<file path="src/include/drts_map.svh">
// register map, field positions, reset values and timing figures
// assumes a single 100 MHz clock and a command-code register port
`ifndef DRTS_MAP_SVH
`define DRTS_MAP_SVH

// ----------------------------------------------------------------
// command codes
// ----------------------------------------------------------------
`define DRTS_CMD_STATUS 8'h02
`define DRTS_CMD_CONFIG 8'h03
`define DRTS_CMD_FILTER 8'h06
`define DRTS_CMD_MODEL 8'h30
`define DRTS_CMD_ONESHOT 8'h0F
`define DRTS_CMD_HI_A 8'h11
`define DRTS_CMD_HI_B 8'h12
`define DRTS_CMD_LO_A 8'h21
`define DRTS_CMD_LO_B 8'h22

// ----------------------------------------------------------------
// fields, masks and reset values
// ----------------------------------------------------------------
`define DRTS_CFG_STANDBY 6
`define DRTS_CFG_RATE_HI 5
`define DRTS_CFG_RATE_LO 4
`define DRTS_CFG_FMT_B 2
`define DRTS_CFG_FMT_A 1
`define DRTS_CFG_WMASK 8'h76
`define DRTS_CFG_RESET 8'h00
`define DRTS_CH_B_BIT 2
`define DRTS_CH_A_BIT 0
`define DRTS_CH_WMASK 8'h05
`define DRTS_FILT_RESET 8'h05
`define DRTS_MODEL_RESET 8'h01
`define DRTS_FORCE_UNSIGNED 16'hFFE0
`define DRTS_FORCE_SIGNED 16'h8000
`define DRTS_LO_MASK_FILT 8'hF8
`define DRTS_LO_MASK_RAW 8'hE0

// ----------------------------------------------------------------
// clock in MHz, timing in microseconds
// ----------------------------------------------------------------
`define DRTS_CLK_MHZ 100
`define DRTS_TICK_US 1
`define DRTS_T_CONV_US 76500
`define DRTS_T_CONV_ENH_US 77800
`define DRTS_T_PER1_US 182000
`define DRTS_T_PER2_US 1000000
`define DRTS_T_PER3_US 2700000

`endif

</file>
<file path="src/include/drts_pkg.sv">
// state types shared by the control, timer and result modules
// assumes drts_map.svh supplies all numeric constants
`default_nettype none
package drts_pkg;
    typedef enum logic [1:0] {DRTS_IDLE, DRTS_CONV, DRTS_WAIT} drts_phase_e;

    typedef struct packed {
        drts_phase_e phase;
        logic [6:0] div;
        logic [21:0] cnt;
    } drts_tmr_s;

    typedef struct packed {
        logic [15:0] value;
        logic [7:0] lo_lock;
        logic locked;
    } drts_res_s;

    typedef struct packed {
        logic [7:0] ptr;
        logic [7:0] cfg;
        logic [7:0] filt;
        logic [7:0] model;
        logic enh_a;
        logic enh_b;
        logic abs_a;
        logic abs_b;
        logic [7:0] rdata;
    } drts_ctl_s;
endpackage
`default_nettype wire

</file>
<file path="src/include/drts_if.sv">
// carriers between control, conversion timer and result latches
// assumes all parties share one clock
`timescale 1ns/100ps
`default_nettype none
interface drts_conv_if;
    logic run;
    logic oneshot;
    logic [1:0] rate;
    logic enh_any;
    logic busy;
    logic start;
    logic done;
    modport ctl (output run, output oneshot, output rate, output enh_any,
                 input busy, input start, input done);
    modport tmr (input run, input oneshot, input rate, input enh_any,
                 output busy, output start, output done);
endinterface

interface drts_res_if;
    logic done;
    logic absent;
    logic signed_fmt;
    logic filter_on;
    logic [15:0] raw;
    logic rd_hi;
    logic rd_lo;
    logic [7:0] hi_byte;
    logic [7:0] lo_byte;
    modport ctl (output done, output absent, output signed_fmt, output filter_on,
                 output raw, output rd_hi, output rd_lo, input hi_byte, input lo_byte);
    modport res (input done, input absent, input signed_fmt, input filter_on,
                 input raw, input rd_hi, input rd_lo, output hi_byte, output lo_byte);
endinterface
`default_nettype wire

</file>
<file path="src/verilog/drts_conv_timer.sv">
// conversion scheduler: busy window and interval spacing
// assumes run/oneshot/rate come from the control register block
`timescale 1ns/100ps
`default_nettype none
`include "drts_map.svh"
module drts_conv_timer
    import drts_pkg::*;
#(
    parameter int T_CONV_US = `DRTS_T_CONV_US,
    parameter int T_CONV_ENH_US = `DRTS_T_CONV_ENH_US,
    parameter int T_PER1_US = `DRTS_T_PER1_US,
    parameter int T_PER2_US = `DRTS_T_PER2_US,
    parameter int T_PER3_US = `DRTS_T_PER3_US
) (
    input wire logic clock,
    input wire logic rst_n,
    drts_conv_if.tmr cv
);
    // ----------------------------------------------------------------
    // constants and checks
    // ----------------------------------------------------------------
    localparam int TICK_CYC = `DRTS_CLK_MHZ * `DRTS_TICK_US;
    localparam logic [6:0] DIV_END = 7'(TICK_CYC - 1);
    localparam logic [21:0] E_CONV = 22'(T_CONV_US - 1);
    localparam logic [21:0] E_ENH = 22'(T_CONV_ENH_US - 1);
    localparam logic [21:0] E_P1 = 22'(T_PER1_US - 1);
    localparam logic [21:0] E_P2 = 22'(T_PER2_US - 1);
    localparam logic [21:0] E_P3 = 22'(T_PER3_US - 1);

    if (TICK_CYC < 1 || TICK_CYC > 128) begin : g_bad_tick
        $error("tick divider out of range");
    end
    if (T_CONV_US < 1 || T_CONV_ENH_US < 1 || T_PER3_US >= (1 << 22)) begin : g_bad_cnt
        $error("conversion timing does not fit the counter");
    end
    if (T_PER1_US <= T_CONV_ENH_US || T_PER2_US <= T_CONV_ENH_US) begin : g_bad_per
        $error("interval shorter than a conversion");
    end

    // ----------------------------------------------------------------
    // scheduler
    // ----------------------------------------------------------------
    drts_tmr_s q;
    drts_tmr_s d;
    logic tick;
    logic start;
    logic done;
    logic [21:0] conv_end;
    logic [21:0] per_end;

    // enhanced conversions run longer, so the back-to-back period at rate 00 stretches
    assign conv_end = cv.enh_any ? E_ENH : E_CONV;

    always_comb begin
        case (cv.rate)
            2'b01: per_end = E_P1;
            2'b10: per_end = E_P2;
            default: per_end = E_P3;
        endcase
    end

    always_comb begin
        d = q;
        start = 1'b0;
        done = 1'b0;
        tick = (q.div == DIV_END);
        d.div = tick ? 7'h00 : q.div + 7'h01;
        case (q.phase)
            DRTS_IDLE: begin
                if (cv.run || cv.oneshot) begin
                    d.phase = DRTS_CONV;
                    d.cnt = '0;
                    start = 1'b1;
                end
            end
            DRTS_CONV: begin
                if (tick) begin
                    if (q.cnt >= conv_end) begin
                        done = 1'b1;
                        if (cv.run && cv.rate == 2'b00) begin
                            d.cnt = '0;
                            start = 1'b1;
                        end else if (cv.run) begin
                            d.phase = DRTS_WAIT;
                            d.cnt = q.cnt + 22'h000001;
                        end else begin
                            // a one-shot or a late standby ends here
                            d.phase = DRTS_IDLE;
                        end
                    end else begin
                        d.cnt = q.cnt + 22'h000001;
                    end
                end
            end
            DRTS_WAIT: begin
                if (!cv.run) begin
                    d.phase = DRTS_IDLE;
                end else if (tick) begin
                    if (q.cnt >= per_end) begin
                        d.phase = DRTS_CONV;
                        d.cnt = '0;
                        start = 1'b1;
                    end else begin
                        d.cnt = q.cnt + 22'h000001;
                    end
                end
            end
            default: d.phase = DRTS_IDLE;
        endcase
    end

    always_ff @(posedge clock or negedge rst_n) begin
        if (!rst_n) begin
            q <= '{phase: DRTS_IDLE, div: 7'h00, cnt: 22'h000000};
        end else begin
            q <= d;
        end
    end

    assign cv.busy = (q.phase == DRTS_CONV);
    assign cv.start = start;
    assign cv.done = done;
endmodule // drts_conv_timer
`default_nettype wire

</file>
<file path="src/verilog/drts_result_latch.sv">
// one remote channel result with forced fault codes and low-byte lock
// assumes done pulses once per finished conversion
`timescale 1ns/100ps
`default_nettype none
`include "drts_map.svh"
module drts_result_latch
    import drts_pkg::*;
(
    input wire logic clock,
    input wire logic rst_n,
    drts_res_if.res rs
);
    drts_res_s q;
    drts_res_s d;
    logic [7:0] lo_now;

    // unfiltered results carry fewer fraction bits
    assign lo_now = q.value[7:0]
        & (rs.filter_on ? `DRTS_LO_MASK_FILT : `DRTS_LO_MASK_RAW);

    always_comb begin
        d = q;
        if (rs.done) begin
            if (rs.absent) begin
                d.value = rs.signed_fmt ? `DRTS_FORCE_SIGNED
                    : `DRTS_FORCE_UNSIGNED;
            end else begin
                d.value = rs.raw;
            end
        end
        // hi read in the same cycle as done locks the old pair, matching its hi byte
        if (rs.rd_hi) begin
            d.lo_lock = lo_now;
            d.locked = 1'b1;
        end else if (rs.rd_lo) begin
            d.locked = 1'b0;
        end
    end

    always_ff @(posedge clock or negedge rst_n) begin
        if (!rst_n) begin
            q <= '{value: 16'h0000, lo_lock: 8'h00, locked: 1'b0};
        end else begin
            q <= d;
        end
    end

    assign rs.hi_byte = q.value[15:8];
    assign rs.lo_byte = q.locked ? q.lo_lock : lo_now;
endmodule // drts_result_latch
`default_nettype wire

</file>
<file path="src/verilog/drts_ctrl.sv">
// control and status registers of the dual remote sensor readout
// assumes a bus front end that turns frames into cmd_set/cmd_wr/cmd_rd pulses
`timescale 1ns/100ps
`default_nettype none
`include "drts_map.svh"
module drts_ctrl
    import drts_pkg::*;
#(
    parameter int T_CONV_US = `DRTS_T_CONV_US,
    parameter int T_CONV_ENH_US = `DRTS_T_CONV_ENH_US,
    parameter int T_PER1_US = `DRTS_T_PER1_US,
    parameter int T_PER2_US = `DRTS_T_PER2_US,
    parameter int T_PER3_US = `DRTS_T_PER3_US
) (
    input wire logic clock,
    input wire logic rst_n,
    input wire logic [7:0] cmd_code,
    input wire logic cmd_set,
    input wire logic cmd_wr,
    input wire logic [7:0] cmd_wdata,
    input wire logic cmd_rd,
    output logic [7:0] cmd_rdata,
    input wire logic enh_req_a,
    input wire logic enh_req_b,
    input wire logic diode_absent_a,
    input wire logic diode_absent_b,
    input wire logic [15:0] raw_a,
    input wire logic [15:0] raw_b,
    output logic conv_start,
    output logic conv_done,
    output logic conv_busy,
    output logic standby,
    output logic remote_a_enhanced_active,
    output logic remote_b_enhanced_active,
    output logic remote_a_format,
    output logic remote_b_format,
    output logic remote_a_filter_on,
    output logic remote_b_filter_on,
    output logic remote_a_model,
    output logic remote_b_model
);
    // ----------------------------------------------------------------
    // sub-blocks
    // ----------------------------------------------------------------
    drts_ctl_s q;
    drts_ctl_s d;
    drts_conv_if cv ();
    drts_res_if rs [2] ();

    logic [1:0][15:0] raw_v;
    logic [1:0] absent_v;
    logic [1:0] fmt_v;
    logic [1:0] filt_v;
    logic [1:0] rd_hi_v;
    logic [1:0] rd_lo_v;
    logic wr_oneshot;
    logic [7:0] status;

    drts_conv_timer #(
        .T_CONV_US(T_CONV_US),
        .T_CONV_ENH_US(T_CONV_ENH_US),
        .T_PER1_US(T_PER1_US),
        .T_PER2_US(T_PER2_US),
        .T_PER3_US(T_PER3_US)
    ) u_timer (
        .clock(clock),
        .rst_n(rst_n),
        .cv(cv)
    );

    assign raw_v = {raw_b, raw_a};
    assign absent_v = {diode_absent_b, diode_absent_a};
    assign fmt_v = {q.cfg[`DRTS_CFG_FMT_B], q.cfg[`DRTS_CFG_FMT_A]};
    assign filt_v = {q.filt[`DRTS_CH_B_BIT], q.filt[`DRTS_CH_A_BIT]};
    assign rd_hi_v = {cmd_rd && q.ptr == `DRTS_CMD_HI_B, cmd_rd && q.ptr == `DRTS_CMD_HI_A};
    assign rd_lo_v = {cmd_rd && q.ptr == `DRTS_CMD_LO_B, cmd_rd && q.ptr == `DRTS_CMD_LO_A};

    for (genvar g = 0; g < 2; g++) begin : g_ch
        assign rs[g].done = cv.done;
        assign rs[g].absent = absent_v[g];
        assign rs[g].signed_fmt = fmt_v[g];
        assign rs[g].filter_on = filt_v[g];
        assign rs[g].raw = raw_v[g];
        assign rs[g].rd_hi = rd_hi_v[g];
        assign rs[g].rd_lo = rd_lo_v[g];
        drts_result_latch u_res (
            .clock(clock),
            .rst_n(rst_n),
            .rs(rs[g])
        );
    end

    // ----------------------------------------------------------------
    // conversion control
    // ----------------------------------------------------------------
    // one-shot has no storage; only the write itself matters
    assign wr_oneshot = cmd_wr && q.ptr == `DRTS_CMD_ONESHOT;
    assign cv.run = !q.cfg[`DRTS_CFG_STANDBY];
    assign cv.oneshot = wr_oneshot && q.cfg[`DRTS_CFG_STANDBY];
    assign cv.rate = {q.cfg[`DRTS_CFG_RATE_HI], q.cfg[`DRTS_CFG_RATE_LO]};
    assign cv.enh_any = q.enh_a || q.enh_b;

    assign status = {cv.busy, 3'b000, q.enh_b, q.enh_a, q.abs_b, q.abs_a};

    // ----------------------------------------------------------------
    // register file
    // ----------------------------------------------------------------
    always_comb begin
        d = q;
        if (cmd_set) begin
            d.ptr = cmd_code;
        end
        if (cmd_wr) begin
            case (q.ptr)
                `DRTS_CMD_CONFIG: d.cfg = cmd_wdata & `DRTS_CFG_WMASK;
                `DRTS_CMD_FILTER: d.filt = cmd_wdata & `DRTS_CH_WMASK;
                `DRTS_CMD_MODEL: d.model = cmd_wdata & `DRTS_CH_WMASK;
                default: d.cfg = q.cfg;
            endcase
        end
        // a request is taken up at a conversion start or while idle, so it is
        // never more than one conversion late
        if (cv.start || !cv.busy) begin
            d.enh_a = enh_req_a;
            d.enh_b = enh_req_b;
        end
        // the front end may also report a discrete transistor as absent
        // when enhanced mode is on; that report is passed through as is
        if (cv.done) begin
            d.abs_a = diode_absent_a;
            d.abs_b = diode_absent_b;
        end
        if (cmd_rd) begin
            case (q.ptr)
                `DRTS_CMD_STATUS: d.rdata = status;
                `DRTS_CMD_CONFIG: d.rdata = q.cfg;
                `DRTS_CMD_FILTER: d.rdata = q.filt;
                `DRTS_CMD_MODEL: d.rdata = q.model;
                `DRTS_CMD_ONESHOT: d.rdata = 8'h00;
                `DRTS_CMD_HI_A: d.rdata = rs[0].hi_byte;
                `DRTS_CMD_HI_B: d.rdata = rs[1].hi_byte;
                `DRTS_CMD_LO_A: d.rdata = rs[0].lo_byte;
                `DRTS_CMD_LO_B: d.rdata = rs[1].lo_byte;
                default: d.rdata = 8'h00;
            endcase
        end
    end

    always_ff @(posedge clock or negedge rst_n) begin
        if (!rst_n) begin
            q <= '{
                ptr: 8'h00,
                cfg: `DRTS_CFG_RESET,
                filt: `DRTS_FILT_RESET,
                model: `DRTS_MODEL_RESET,
                enh_a: 1'b0,
                enh_b: 1'b0,
                abs_a: 1'b0,
                abs_b: 1'b0,
                rdata: 8'h00
            };
        end else begin
            q <= d;
        end
    end

    // ----------------------------------------------------------------
    // outputs
    // ----------------------------------------------------------------
    assign cmd_rdata = q.rdata;
    assign conv_start = cv.start;
    assign conv_done = cv.done;
    assign conv_busy = cv.busy;
    assign standby = q.cfg[`DRTS_CFG_STANDBY];
    assign remote_a_enhanced_active = q.enh_a;
    assign remote_b_enhanced_active = q.enh_b;
    assign remote_a_format = fmt_v[0];
    assign remote_b_format = fmt_v[1];
    assign remote_a_filter_on = filt_v[0];
    assign remote_b_filter_on = filt_v[1];
    // host keeps the enhanced request consistent with the model chosen
    assign remote_a_model = q.model[`DRTS_CH_A_BIT];
    assign remote_b_model = q.model[`DRTS_CH_B_BIT];
endmodule // drts_ctrl
`default_nettype wire

</file>
<file path="config.mk">
export PLATFORM = sky130hd
export DESIGN_NAME = drts_ctrl
export DESIGN_NICKNAME = d
export VERILOG_FILES = /design/src/include/drts_pkg.sv /design/src/include/drts_if.sv /design/src/verilog/drts_conv_timer.sv /design/src/verilog/drts_result_latch.sv /design/src/verilog/drts_ctrl.sv
export VERILOG_INCLUDE_DIRS = /design/src /design/src/include
export SDC_FILE = /design/constraint.sdc
export NUM_CORES = 1
export LEC_CHECK = 0
export ABC_CLOCK_PERIOD_IN_PS = 3400
export BUFFER_PORTS_ARGS = -buffer_cell sky130_fd_sc_hd__buf_2
export CAP_MARGIN = 25
export CORE_MARGIN = 2
export CORE_UTILIZATION = 30
export DETAILED_ROUTE_END_ITERATION = 8
export GPL_TIMING_DRIVEN = 1
export PLACE_DENSITY = 0.58
export SYNTH_ARGS = -nofsm -noshare
export SYNTH_HDL_FRONTEND = slang
export SYNTH_SLANG_ARGS = --single-unit
</file>
<file path="constraint.sdc">
create_clock -name clock -period 3.4 [get_ports clock]
set_input_delay 0.17 -clock clock [delete_from_list [all_inputs] [get_ports clock]]
set_output_delay 0.17 -clock clock [all_outputs]
set_load 0.005 [all_outputs]
</file>
==> impl_metrics.toml <==
[logic_synthesis]
synthAdderAreaFrac = 0.06260
muxShareOfSynthArea = 0.06863
synth_fp_nets = 678
synth_top_family_by_area = "compound AO/OA/AOI/OAI gates"
synth-compound-area-share = 0.1934
ys.flop_type = "dfrtp_1"
synth-seq-cells = 98
synth_edf_count = 0
synth-simple-area-share = 0.1786
yosysWarnings = 0
syn_area_per_cell_um2 = 9.438
syn_area_um2 = 5597
synth_xor_area_frac = 0.007825
async_reset_ff_frac = 1.000
synthCells = 593
ys_seq_area_frac = 0.4389
synth_cell_type_count = 68

[clock_network]
worstSkewPairLatency_ns = 0.36
cts_tree = "built"
cts.sinks = 98
cts_buffers = 9
cts_max_level = 3
clk_path_buf_depth = 2
clockRootBuffer = "clkbuf_16"
clk_pin_slew_ns = 0.07

[routing]
drt-total-wl_um = 14120
antenna_left = 0
viasPerCell = 5.192
drtIter0Drc = 290
wl_per_cell_um = 15.93
first_pass_iters = 5
vias = 4600
post-route-drc-count = 0

[sta]
fin_tns_setup_ns = 0
min_period_over_period = 0.9406
maxSlewViolCount = 0
finalCriticalPeriod_ns = 3.198
setup_viol_count_final = 0
tightest_slew_ns = 0.6154
hold_viol_final = 0
clock_skew_ns = 0.006336
fmax_mhz = 312.7
relSlewSlack = 0.5870

[finish]
multiInputGateArea_um2 = 2893
final_cell_mix = "95 x dfrtp_1, 67 x buf_2, 61 x a21oi_1, 54 x nor2_1, 51 x nand2_1"
stdcell_area_um2 = 6543
nFillCells = 1861
layout.nets = 737
antenna_cells = 0
seqCellArea_um2 = 2456
layout_commonest_cell = "dfrtp_1"
drive_gt1_frac = 0.2192
areaGrowthSynthToFinish_pct = 16.90

[global_route]
overflow = 0
first_global_vias = 4430
grt_max_degree = 74
grt_pass1_wl_um = 23300
grt_usage = 0.1483
antenna_found_initial = 0

[floorplan]
die_y_um = 140.6
ios = 77
die_w_um = 140.6
die_area_um2 = 19760
rows = 49
start_util = 0.3084
core-area_um2 = 18150

[outcome]
status = "completed"

[place]
dp_hpwl_um = 10610
placed_cell_area_um2 = 6132
port_buffers = 68
place_congestion = 0.8255

[worst_setup_path]
cp-end-kind = "output port"
startpoint_type = "flip-flop"
reg2reg_from = "cv.rate[0]"
r2r_end = "u_timer.q[10]"
reg2regPathDepth = 12
worst-path-max-fanout = 53
critPathArrivalTime_ns = 3.03
criticalPathCategory = "reg -> out"
crit_required_ns = 3.23
rrSetupSlack_ns = 0.23

[power_and_ir_drop]
ir_drop_mv = 0.2390
p_leak_nw = 2.874
powerDensity_nw_per_um2 = 417.2

[run]
max_cap_violations = 0

[worst_hold_path]
min_from = "cmd_code[7]"
min_to = "q[43]"
hp-class = "in -> reg"
hold_path_depth = 2
## cell type report
| cell class | count | area share |
|---|---|---|
| inverters | 26 | 0.01492 |
| multi-input cells | 436 | 0.4421 |
| repair buffers | 81 | 0.07267 |
| clock inverters | 6 | 0.01453 |
| well taps | 229 | 0.04379 |
| flip-flops and latches | 98 | 0.3754 |
| clock buffers | 10 | 0.03653 |
## power breakdown
group	switching, mW	leakage (nW)	internal (mW)	total [mW]
Combinational	0.175	1.57	0.148	0.323
Sequential	0.0502	1.14	1.20	1.25
Clock	0.478	0.164	0.675	1.15
## cells by family after synthesis
| logic type | count (synthesis) |
|---|---|
| AOI/OAI and AO/OA | 168 |
| adders and majority gates | 28 |
| buffers and inverters | 59 |
| and+or+nand+nor | 200 |
| xor gates and xnor gates | 5 |
| muxes | 35 |
| DFF | 98 |
## flip-flops by register name, indices dropped and copies added (netlist names)
signal,count
remote_b_model,1
remote_a_model,1
remote_a_enhanced_active,1
cv.rate,2
cmd_rdata,8
u_timer.q,31
g_ch.u_res.rs.hi_byte,16
standby,1
remote_b_filter_on,1
remote_a_format,1
q,10
remote_a_filter_on,1
remote_b_format,1
g_ch.u_res.q,22
remote_b_enhanced_active,1
## critical path: stages, from the launching register on
cell and delay (ns):
dfrtp_1 0.46, or2_2 0.36, inv_1 0.15, ha_1 0.15, nand4_1 0.11, and4bb_2 0.32
nand4_1 0.20, a31oi_4 0.28, and2_2 0.24, buf_12 0.23, buf_2 0.15
## what timing repair did
| item | 4_1_cts | 5_1_grt |
|---|---|---|
| endpoints found under the hold margin | 0 | 71 |
| endpoints found under the setup margin | 1 | 2 |
| buffers inserted | 0 | 1 |
| resized for setup | 1 | 3 |
| cloned | 0 | 0 |
| pin swaps | 1 | 2 |
| hold buffers | 0 | 1 |
## how the worst max path moves through the flow
stage,from,to,slack [ns],cells past startpoint
2_1_floorplan,cv.rate[1],remote_a_enhanced_active,0.51,11
3_3_place_gp,cv.rate[0],u_timer.q[11],0.28,11
3_5_place_dp,cv.rate[0],u_timer.q[11],0.25,11
4_1_cts,cv.rate[0],conv_start,0.03,11
5_1_grt,remote_a_enhanced_active,conv_done,-0.002,10
6_report,remote_a_enhanced_active,conv_done,0.20,10
## cell usage after synthesis (3+ instances only)
cell type   n  area share
dfrtp_1    95        0.42
a21oi_1    62       0.055
nor2_1     54       0.036
nand2_1    51       0.034
o21ai_0    34       0.030
ha_1       28       0.063
mux2_2     27       0.054
inv_1      26       0.017
nand3_1    25       0.022
a22o_1     12       0.019
clkbuf_1   12      0.0080
nor3_1     12       0.011
buf_4       9       0.012
o22ai_1     9       0.010
buf_2       8      0.0072
mux2i_1     8       0.014
nor2b_1     8      0.0089
and2_1      7      0.0078
and3_1      7      0.0078
nand4_1     7      0.0078
a21o_1      6      0.0080
a221oi_1    5      0.0078
a2bb2oi_1   4      0.0063
a31oi_1     4      0.0045
o31ai_1     4      0.0054
a22oi_1     3      0.0040
dfstp_2     3       0.014
nand2_2     3      0.0034
nand2b_1    3      0.0034
nand4b_1    3      0.0047
nor4_1      3      0.0034
xor2_1      3      0.0047
## per-layer routing
layer  part of all wire  vias to the layer above  routed length [um]  GRT usage
met3              0.045                       15                 638    0.03193
met1               0.48                     2196                6766     0.2036
met5                  0                        -                   0          0
met2               0.46                      118                6469     0.2392
li1                   -                     2271                   -          -
met4              0.017                        0                 240    0.03895
## metrics by stage
| step | total power [mW] | std cells | utilization | hold slack (ns) | worst slack (ns) |
|---|---|---|---|---|---|
| 6_report | 2.729 | 886 | 0.3605 | 0.04088 | 0.2018 |
| 3_5_place_dp | 1.588 | 867 | 0.3379 | 0.3825 | 0.2466 |
| 4_1_cts | 2.747 | 883 | 0.3565 | 0.005072 | 0.02528 |
| 3_3_place_gp | 1.585 | 867 | 0.3379 | 0.3812 | 0.2825 |
| 5_1_grt | 2.848 | 886 | 0.3605 | 0.04040 | -0.001820 |
| 2_1_floorplan | 1.460 | 593 | - | -0.1256 | 0.5090 |
Power figures use the tool's default switching activity.
